**config.mk**
```make
export PLATFORM = sky130hd
export DESIGN_NAME = strap_debug_mux
export DESIGN_NICKNAME = d
export VERILOG_FILES = /design/src/strap_pkg.sv /design/src/pin_route_cell.sv /design/src/strap_debug_mux.sv
export SDC_FILE = /design/constraint.sdc
export NUM_CORES = 1
export LEC_CHECK = 0
export ABC_AREA = 1
export BUFFER_PORTS_ARGS = -buffer_cell sky130_fd_sc_hd__clkbuf_2
export CAP_MARGIN = 20
export CORE_MARGIN = 2
export CORE_UTILIZATION = 40
export DETAILED_ROUTE_END_ITERATION = 10
export MAX_ROUTING_LAYER = met4
export PLACE_DENSITY = 0.78
export SLEW_MARGIN = 15
export SYNTH_ARGS = -nofsm -noshare
export SYNTH_HDL_FRONTEND = slang
export SYNTH_SLANG_ARGS = --single-unit
```
**constraint.sdc**
```tcl
create_clock -name clk_sys -period 2.7 [get_ports clk_sys]
set_clock_uncertainty 0.15 [all_clocks]
set_input_delay 0.54 -clock clk_sys [delete_from_list [all_inputs] [get_ports clk_sys]]
set_output_delay 0.54 -clock clk_sys [all_outputs]
set_load 0.01 [all_outputs]
```
**src/strap_pkg.sv**
```systemverilog
// Shared constants, types and register map for the strap and debug pin block
package strap_pkg;

  // Wishbone register byte offsets
  localparam logic [7:0] strap_status_off  = 8'h00;
  localparam logic [7:0] debug_enable_off  = 8'h04;
  localparam logic [7:0] boot_control_off  = 8'h08;
  localparam logic [7:0] pin_control_off   = 8'h0c;
  localparam logic [7:0] wake_enable_off   = 8'h10;
  localparam logic [7:0] otp_options_off   = 8'h14;

  // Strap status field positions
  localparam int st_tap_bit      = 0;
  localparam int st_recovery_bit = 1;
  localparam int st_comp_bit     = 2;
  localparam int st_serial_bit   = 3;
  localparam int st_port_bit     = 4;
  localparam int st_mode_lsb     = 8;

  // Boot control field positions
  localparam int bc_flash_sel_bit = 0;
  localparam int bc_dsw_pgood_bit = 1;
  localparam int bc_cmp_lock_bit  = 2;
  localparam int bc_cmp_en_bit    = 3;

  // OTP option positions: comparator strap enable, serial recovery enable, port select
  localparam int otp_cmp_en_bit    = 0;
  localparam int otp_serial_en_bit = 1;
  localparam int otp_port_sel_bit  = 3;

  // Reset values
  localparam logic [2:0] debug_enable_rst = 3'h0;
  localparam logic [7:0] pin_control_rst  = 8'h00;
  localparam logic [7:0] wake_enable_rst  = 8'hff;

  // Pin control: bit 7 picks the keyboard segment; pin routing ignores it, mux_gpio unused
  localparam logic [1:0] mux_gpio = 2'h0;

  // Debug modes taken from debug enable bits [2:0]
  typedef enum logic [2:0] {
    dbg_off   = 3'b000,
    dbg_jtag4 = 3'b001,
    dbg_jtag2 = 3'b010,
    dbg_swd   = 3'b011,
    dbg_swv   = 3'b100
  } debug_mode_e;

  // Decoded strap set held from reset release
  typedef struct packed {
    logic tap_boundary_scan;
    logic recovery_boot;
    logic comparator_enable;
    logic serial_recovery;
    logic serial_port_sel;
  } strap_s;

  // Debug port pin bundle: clk, mode select, data in, data out
  typedef struct packed {
    logic tck;
    logic tms;
    logic tdi;
    logic tdo;
  } dbg_pins_s;

endpackage

```
**src/pin_route_cell.sv**
```systemverilog
// One shared pin: chooses between debug function and GPIO function
`timescale 1ns/1ns
module pin_route_cell
(
  input  wire logic clk_sys,
  input  wire logic rst_b,
  input  wire logic dbg_use,
  input  wire logic dbg_out,
  input  wire logic dbg_oe,
  input  wire logic gpio_out,
  input  wire logic gpio_oe,
  output logic      pin_out,
  output logic      pin_oe
);

  // Registered mux so the pin outputs come straight from flops
  always_ff @(posedge clk_sys or negedge rst_b)
  begin
    if (!rst_b)
    begin
      pin_out <= 1'b0;
      pin_oe  <= 1'b0;
    end
    else if (dbg_use)
    begin
      pin_out <= dbg_out;
      pin_oe  <= dbg_oe;
    end
    else
    begin
      pin_out <= gpio_out;
      pin_oe  <= gpio_oe;
    end
  end

endmodule

```
**src/strap_debug_mux.sv**
```systemverilog
// Strap capture, debug pin routing and boot pin control behind Wishbone
`timescale 1ns/1ns
module strap_debug_mux
  import strap_pkg::*;
#(
  parameter int npins = 4
)
(
  input  wire logic               clk_sys,
  input  wire logic               rst_b,
  // Wishbone classic slave
  input  wire logic               cyc_i,
  input  wire logic               stb_i,
  input  wire logic               we_i,
  input  wire logic [7:0]         adr_i,
  input  wire logic [3:0]         sel_i,
  input  wire logic [31:0]        dat_i,
  output logic [31:0]             dat_o,
  output logic                    ack_o,
  // Strap pins
  input  wire logic               tap_strap_pin,
  input  wire logic               recovery_strap_pin,
  input  wire logic               comparator_strap_pin,
  input  wire logic               serial_recovery_strap_pin,
  // Debug port select, high active
  input  wire logic               debug_select_n,
  // Internal debug core side
  input  wire strap_pkg::dbg_pins_s dbg_core_out,
  input  wire strap_pkg::dbg_pins_s dbg_core_oe,
  output strap_pkg::dbg_pins_s    dbg_core_in,
  // GPIO side of the shared debug pins
  input  wire logic [npins-1:0]   gpio_out,
  input  wire logic [npins-1:0]   gpio_oe,
  input  wire logic [npins-1:0]   pad_in,
  output logic [npins-1:0]        pad_out,
  output logic [npins-1:0]        pad_oe,
  // Boot pins and monitors
  input  wire logic               clk_48_en,
  output logic                    shared_flash_select0_n,
  output logic                    deep_sleep_well_power_good,
  output logic                    comparator0_enable,
  output logic                    test_clock_monitor_out,
  output logic [7:0]              wake_input_enable_reg,
  output logic [1:0]              kbd_segment_sel
);

  strap_s      strap_q;
  logic        captured_q;
  logic [2:0]  debug_enable_q;
  logic [7:0]  pin_control_q;
  logic [3:0]  boot_control_q;
  logic [3:0]  otp_options_q;
  logic        cmp_locked_q;
  logic        dbg_route;
  debug_mode_e mode;
  logic [npins-1:0] dbg_use;
  logic [npins-1:0] dbg_o;
  logic [npins-1:0] dbg_e;
  logic        wr_stb;
  logic        rd_hit;
  logic [31:0] rd_data;

  // One-time strap capture on the first clock after reset release
  always_ff @(posedge clk_sys or negedge rst_b)
  begin
    if (!rst_b)
    begin
      strap_q    <= '0;
      captured_q <= 1'b0;
    end
    else if (!captured_q)
    begin
      captured_q                <= 1'b1;
      strap_q.tap_boundary_scan <= tap_strap_pin;
      strap_q.recovery_boot     <= ~recovery_strap_pin;
      strap_q.comparator_enable <= comparator_strap_pin;
      strap_q.serial_recovery   <= ~serial_recovery_strap_pin;
      strap_q.serial_port_sel   <= 1'b0;
    end
    else if (strap_q.serial_recovery)
    begin
      // Port choice follows the OTP option bit while recovery is strapped
      strap_q.serial_port_sel <= otp_options_q[otp_port_sel_bit];
    end
  end

  // Write strobe: classic Wishbone, one access per ack
  assign wr_stb = cyc_i & stb_i & we_i & ~ack_o;

  // Software registers; each write respects its byte lane
  always_ff @(posedge clk_sys or negedge rst_b)
  begin
    if (!rst_b)
    begin
      debug_enable_q        <= debug_enable_rst;
      pin_control_q         <= pin_control_rst;
      wake_input_enable_reg <= wake_enable_rst;
      otp_options_q         <= 4'h0;
    end
    else if (wr_stb && sel_i[0])
    begin
      case (adr_i)
        debug_enable_off: debug_enable_q <= dat_i[2:0];
        pin_control_off:  pin_control_q <= dat_i[7:0];
        wake_enable_off:  wake_input_enable_reg <= dat_i[7:0];
        otp_options_off:  otp_options_q <= dat_i[3:0];
        default:          ;
      endcase
    end
  end

  // Boot pin drive and comparator lock; lock holds until reset
  always_ff @(posedge clk_sys or negedge rst_b)
  begin
    if (!rst_b)
    begin
      boot_control_q <= 4'h0;
      cmp_locked_q   <= 1'b0;
    end
    else if (wr_stb && sel_i[0] && adr_i == boot_control_off)
    begin
      boot_control_q[bc_flash_sel_bit] <= dat_i[bc_flash_sel_bit];
      boot_control_q[bc_dsw_pgood_bit] <= dat_i[bc_dsw_pgood_bit];
      if (!cmp_locked_q && otp_options_q[otp_cmp_en_bit])
      begin
        // Comparator takes the strap value, then freezes if the write sets the lock bit
        boot_control_q[bc_cmp_en_bit] <= strap_q.comparator_enable;
        cmp_locked_q                  <= dat_i[bc_cmp_lock_bit];
      end
    end
  end

  // Flash select is active low: drive high once boot code sets the bit
  always_ff @(posedge clk_sys or negedge rst_b)
  begin
    if (!rst_b)
    begin
      shared_flash_select0_n     <= 1'b0;
      deep_sleep_well_power_good <= 1'b0;
      comparator0_enable         <= 1'b0;
    end
    else
    begin
      shared_flash_select0_n     <= boot_control_q[bc_flash_sel_bit];
      deep_sleep_well_power_good <= boot_control_q[bc_dsw_pgood_bit];
      // Without the OTP option the strap has no effect at all
      comparator0_enable <= otp_options_q[otp_cmp_en_bit] &
                            boot_control_q[bc_cmp_en_bit];
    end
  end

  // Keyboard segment: only one may point at the controller
  always_ff @(posedge clk_sys or negedge rst_b)
  begin
    if (!rst_b)
      kbd_segment_sel <= 2'h0;
    else
      kbd_segment_sel <= pin_control_q[7] ? 2'b10 : 2'b01;
  end

  // Monitor output toggles on each 48MHz enable; stops when it stops
  always_ff @(posedge clk_sys or negedge rst_b)
  begin
    if (!rst_b)
      test_clock_monitor_out <= 1'b0;
    else if (clk_48_en)
      test_clock_monitor_out <= ~test_clock_monitor_out;
  end

  // Debug routing: the select input alone connects the debug port
  assign dbg_route = debug_select_n;
  assign mode      = debug_mode_e'(debug_enable_q);

  // Which pins each debug mode claims; pin order tck, tms, tdi, tdo
  always_comb
  begin
    dbg_use = '0;
    dbg_o   = {dbg_core_out.tck, dbg_core_out.tms, dbg_core_out.tdi, dbg_core_out.tdo};
    dbg_e   = {dbg_core_oe.tck, dbg_core_oe.tms, dbg_core_oe.tdi, dbg_core_oe.tdo};
    if (dbg_route)
    begin
      case (mode)
        dbg_off:   dbg_use = 4'b1111;
        dbg_jtag4: dbg_use = 4'b1111;
        dbg_jtag2: dbg_use = 4'b0101;
        dbg_swd:   dbg_use = 4'b1100;
        dbg_swv:   dbg_use = 4'b1101;
        default:   dbg_use = 4'b1111;
      endcase
    end
  end

  // Inputs seen by the debug core; unrouted pins read as idle high
  always_ff @(posedge clk_sys or negedge rst_b)
  begin
    if (!rst_b)
      dbg_core_in <= '1;
    else
      dbg_core_in <= {dbg_use[3] ? pad_in[3] : 1'b1, dbg_use[2] ? pad_in[2] : 1'b1,
                      dbg_use[1] ? pad_in[1] : 1'b1, dbg_use[0] ? pad_in[0] : 1'b1};
  end

  // Per-pin routing cells; pin control has no path onto the debug leg
  for (genvar i = 0; i < npins; i++)
  begin : g_pin
    pin_route_cell u_cell
    (
      .clk_sys  (clk_sys),
      .rst_b    (rst_b),
      .dbg_use  (dbg_use[i]),
      .dbg_out  (dbg_o[i]),
      .dbg_oe   (dbg_e[i]),
      .gpio_out (gpio_out[i]),
      .gpio_oe  (gpio_oe[i]),
      .pin_out  (pad_out[i]),
      .pin_oe   (pad_oe[i])
    );
  end

  // Read mux; unmapped offsets read zero
  always_comb
  begin
    rd_hit  = 1'b1;
    rd_data = 32'h0000_0000;
    case (adr_i)
      strap_status_off:
      begin
        rd_data[st_tap_bit]      = strap_q.tap_boundary_scan;
        rd_data[st_recovery_bit] = strap_q.recovery_boot;
        rd_data[st_comp_bit]     = strap_q.comparator_enable & otp_options_q[otp_cmp_en_bit];
        rd_data[st_serial_bit]   = strap_q.serial_recovery & otp_options_q[otp_serial_en_bit];
        rd_data[st_port_bit]     = strap_q.serial_port_sel;
        rd_data[st_mode_lsb+:3]  = debug_enable_q;
        rd_data[st_mode_lsb+3]   = debug_select_n;
      end
      debug_enable_off: rd_data[2:0] = debug_enable_q;
      boot_control_off: rd_data[3:0] = {boot_control_q[3], cmp_locked_q, boot_control_q[1:0]};
      pin_control_off:  rd_data[7:0] = pin_control_q;
      wake_enable_off:  rd_data[7:0] = wake_input_enable_reg;
      otp_options_off:  rd_data[3:0] = otp_options_q;
      default:          rd_hit = 1'b0;
    endcase
  end

  // Ack one cycle after request, dropped the next cycle
  always_ff @(posedge clk_sys or negedge rst_b)
  begin
    if (!rst_b)
    begin
      ack_o <= 1'b0;
      dat_o <= 32'h0000_0000;
    end
    else
    begin
      ack_o <= cyc_i & stb_i & ~ack_o;
      dat_o <= (rd_hit && !we_i) ? rd_data : 32'h0000_0000;
    end
  end
endmodule

```
# --- Word level (Yosys, flattened, before mapping) ---
# Index checks and enable logic that the tools add are counted.
totals:
  romBits: 0
  ramBits: 0
  out_inout_bits: 59
  in_bits: 75
  memories: 0
  reg_bits: 64
  latchBits: 0
op_classes:
  shifts: 0
  mux: 24
  n_bitwise: 11
  n_reduce_logical: 13
  add_sub_neg: 0
  div: 0
  multipliers: 0
  eq_ne: 9
  n_lt_le_gt_ge: 0
op_table:
  columns: ["op", "count"]
  rows:
  - ["$pmux W3 S6", 1]
  - ["$eq A8 B4 Y1 const B", 2]
  - ["$eq A8 B5 Y1 const B", 2]
  - ["$mux W1", 15]
  - ["$mux W12", 1]
  - ["$pmux W4 S3", 1]
  - ["$reduce_and A2 Y1", 5]
  - ["$eq A8 B3 Y1 const B", 1]
  - ["$logic_not A8 Y1", 1]
  - ["$mux W4", 2]
  - ["$and A1 B1 Y1", 7]
  - ["$eq A3 B2 Y1 const B", 2]
  - ["$pmux W3 S2", 1]
  - ["$reduce_or A6 Y1", 1]
  - ["$pmux W1 S5", 1]
  - ["$logic_and A1 B1 Y1", 4]
  - ["$not A1 Y1", 4]
  - ["$eq A3 B3 Y1 const B", 1]
  - ["$pmux W1 S3", 1]
  - ["$logic_not A1 Y1", 2]
  - ["$mux W2", 1]
  - ["$ne A2 B2 Y1 const B", 1]

# --- Logic depth before layout (Yosys ltp) ---
logic_depth:
  ltp_word: 6
  ltp_mapped: 9
  ltp_nobuf: 9

# --- Modules after synthesis ---
# A second synthesis with hierarchy kept.
hier_totals:
  cells_unflattened: 340
  hier_area_um2: 2999.1
by_module_without_submodules:
  columns: ["mod", "area_per_inst_um2", "instances", "cells_per_inst"]
  rows:
  - ["strap_debug_mux", 2693.8, 1, 304]
  - ["pin_route_cell", 76.3, 4, 9]

# --- Worst setup path before layout ---
# Ideal clock, no wire load.
synth_path:
  path_kind: "input port to flip-flop"
  start: "input cyc_i"
  end: "register pin_control_q[7]"
  path_stages: 6
  n_path_buf: 1
  t_arrival_ps: 1325
  path_slack_ps: 1106
  path_cell_list: "nand2_1 > nor3_4 > nand2_4 > buf_6 > nand2_2 > o21ai_2"
synth_between:
  elab_chain_len: 5
synth_lines:
  columns: ["item", "line_no", "text"]
  rows:
  - ["from (decl)", "strap_debug_mux.sv:12", "input wire logic cyc_i,"]
  - ["$and A1 B1 Y1 (3 in a row)", "strap_debug_mux.sv:88", "assign wr_stb = cyc_i & stb_i & we_i & ~ack_o;"]
  - ["$logic_and A1 B1 Y1", "strap_debug_mux.sv:100", "else if (wr_stb && sel_i[0])"]
  - ["$reduce_and A2 Y1 (no source line)", null, null]
  - ["to (signal assigned)", "strap_debug_mux.sv:96", "pin_control_q <= pin_control_rst;"]
  - ["to (signal assigned)", "strap_debug_mux.sv:104", "pin_control_off: pin_control_q <= dat_i[7:0];"]
  - ["to (decl)", "strap_debug_mux.sv:50", "logic [7:0] pin_control_q;"]
# No other way between the ends.
# A chain may end at the register's enable or synchronous reset.

# --- Worst setup path in the final report ---
layout_path:
  start: "register wake_input_enable_reg[3]"
  end: "output wake_input_enable_reg[3]"
layout_lines:
  columns: ["item", "line_no", "text"]
  rows:
  - ["from (decl)", "strap_debug_mux.sv:43", "output logic [7:0] wake_input_enable_reg,"]
  - ["from (signal assigned)", "strap_debug_mux.sv:97", "wake_input_enable_reg <= wake_enable_rst;"]
  - ["from (signal assigned)", "strap_debug_mux.sv:105", "wake_enable_off: wake_input_enable_reg <= dat_i[7:0];"]
# No word-level cell between the ends.

==> results.md <==
* Status: complete, no violations
* Largest net degree at the start of global routing at 44
* CTS tree: yes
* Flops & latches, synth at 64
* Starting Density at around 41%
* CTS root buf: clkbuf_8
* Pwr Density at between 500 and 600 mW/mm²
* Worst slew margin at ~64%
* Post-layout instance area at about 0.0037 mm²
* Io pins at between 100 and 150
* DIE HEIGHT at about 92 µm
* Crit path max-delay cell type: dfstp_2
* WL/cell at approximately 12 µm
* Clock network latency to the later pin of the worst-skew pair at about 330 ps
* Met1 Use GR at about a fifth
* R2r endpoint: pin_control_q[2]
* Final period utilization at between 60% and 70%
* H-tree depth at 3
* R2r setup slk at between 1000 and 1500 ps
* Vias in the first global route at about 2,300
* CP Capture Point: wake_input_enable_reg[3]
* Maximum root-to-sink buffer count at 2
* Hold_buf cts at 0
* Final nets at approximately 500
* Clock Sinks at 64
* Crit path DAT at 1040 ps
* Crit Path Max Fanout at 3
* Syn Area/Cell at around 9 µm²
* Diodes inserted at 0
* Hold/Removal Path Class: in -> async
* Top FF cell, synth: dfrtp_1
* Peak VDD IR at roughly 0.26 mV
* Setup Buffers After CTS at 0
* Worst Setup SP: wake_input_enable_reg[3]
* Via density at ~4.5
* Fmax at 579 MHz
* Max FFs per register at 12
* Min Tclk post-route at between 1500 and 2000 ps
* Full die area at about 0.0085 mm²
* P_leak at 2.09 nW
* Reg clk slew, reported paths at about 70 ps
* Antenna violations before repair at 0
* Sequential element share of the synthesized area at roughly 52%
* Routability cong. at about 0.88
* Most common library cells after synthesis: nand2_1, dfrtp_1, inv_1
* Die X at 92.2 µm
* Instance area after placement at 0.00353 mm²
* IO buf count at 86
* Synth area leaders: dfrtp_1, nand2_1, dfstp_2, buf_4, inv_1
* Routed Antenna Nets at 0
* Max-cap violation count at 0
* First-pass GRT wire length at between 10,000 and 15,000 µm
* Most common cell in the netlist: nand2_1
* Routing usage on met3 at about 3.7%
* Bufs and invs on worst path at 1
* RSZ-0062 raised after global routing: false
* Gr ovfl total at 0
* RR Startpoint: ack_o
* Yosys warns at 0
* Synth-to-layout area growth at 19.4%
* Ys async rst share at between 90% and 100%
* Yosys top cell area share at around two fifths
* Slew @ Worst Pin at approximately 530 ps
* Fill count at roughly 750
* Post-CTS Resized at 0
* HPWL after detailed placement at ~4900 µm
* Drt first pass iters at 4
* Layout cells sized above 1 at 38.7%
* Placed insts at 519
* TNS Setup at 0 ps
* Synth unique cells at 24
* Final Setup Violations at 0
* GRT met2 Usage at around 29%
* Synth area leader: dfrtp_1
* TritonCTS buffer count at 9
* R2r worst-path depth at 4
* Hold Violations, Final at 0
* Startpoint Class: register
* Critical path depth at 1
* Core ar. at approximately 0.0076 mm²
* Row cnt at 32
* CP peak stage delay at about 560 ps
* GRT Max-Usage Layer: met2
* GRT Total Usage at about 16%
* Violation count after the first detailed-route iteration at slightly above 70
* Slew Viols, Final at 0
* CP required at 2010 ps
* CP Cell Sequence: clkbuf_2
* Routed WL at about 6400 µm
* Mapped Area at a little over 0.003 mm²
* Synthesized instance count at approximately 340
* EDFF count, synth at 0
* Setup CP Type: reg -> out
* Fin cells at about 530
* CP top delay family: flip-flops
* Vias at roughly 2,400
* Worst Setup End Kind: output pin
* DRC viols at 0
through the flow:
step | hold WS [ps] | total power, mW | worst slack [ps] | util [%]
6_report | 26.6 | 1.96 | 973 | 48.6
5_1_grt | 58.6 | 2.06 | 936 | 48.6
4_1_cts | 29.9 | 1.99 | 969 | 48.6
3_5_place_dp | 253 | 1.21 | 819 | 46.1
3_3_place_gp | 245 | 1.20 | 856 | 46.1
2_1_floorplan | 94.4 | 1.14 | 1110 | -
kinds of logic (layout without fill, tap and decap cells):
group / Yosys count / after routing / synth area share (%)
and+or+nand+nor: 161 / 161 / 26.2
other: 2 / 21 / 0.241
AOI/OAI and AO/OA: 40 / 40 / 8.65
DFF: 64 / 64 / 52.0
xor gates and xnor gates: 1 / 1 / 0.282
buffers and inverters: 73 / 145 / 12.7
per-layer routing:
metal | up-vias | part of all wire, %
li1 | 1192 | -
met1 | 1113 | 42
met2 | 95 | 50
met3 | 7 | 6.6
met4 | 0 | 1.1
met5 | - | 0
power breakdown:
part	leakage, nW	switching [mW]	internal, mW
combinational	1.18	0.114	0.0639
sequential	0.811	0.0170	0.993
clock	0.0989	0.333	0.441
total	2.09	0.464	1.50
worst min-delay path by stage:
stage / slack [ps] / from / depth (start not counted) / endpoint
final: 30 / rst_b / 1 / test_clock_monitor_out
after floorplan: 90 / rst_b / 0 / ack_o
after detailed placement: 250 / boot_control_q[1] / 0 / deep_sleep_well_power_good
after CTS: 30 / rst_b / 1 / test_clock_monitor_out
after global routing: 60 / rst_b / 1 / g_pin[1].u_cell.pin_oe
after global placement: 250 / boot_control_q[1] / 0 / deep_sleep_well_power_good
cell usage in the layout (no fill, tap or decap), drive strengths merged:
| master | count |
|---|---|
| nand3 | 25 |
| dfrtp | 52 |
| dfstp | 12 |
| nor3 | 1 |
| clkbuf | 97 |
| conb | 21 |
| xor2 | 1 |
| buf | 1 |
| o31ai | 3 |
| inv | 43 |
| clkinv | 3 |
| a31oi | 1 |
| nand2 | 100 |
| or2 | 4 |
| bufinv | 1 |
| nor2 | 31 |
| o21ai | 32 |
| a21oi | 4 |
cell type report:
class	count	area (µm²)	share of cell area (%)
clock buffer	11	141	3.81
clock inverter	4	45.0	1.21
inverter	43	161	4.34
multi-input combinational	223	1170	31.6
sequential	64	1620	43.5
tap	102	128	3.44
timing repair buffer	87	450	12.1
Note: power is estimated with default switching activity, not from simulation.
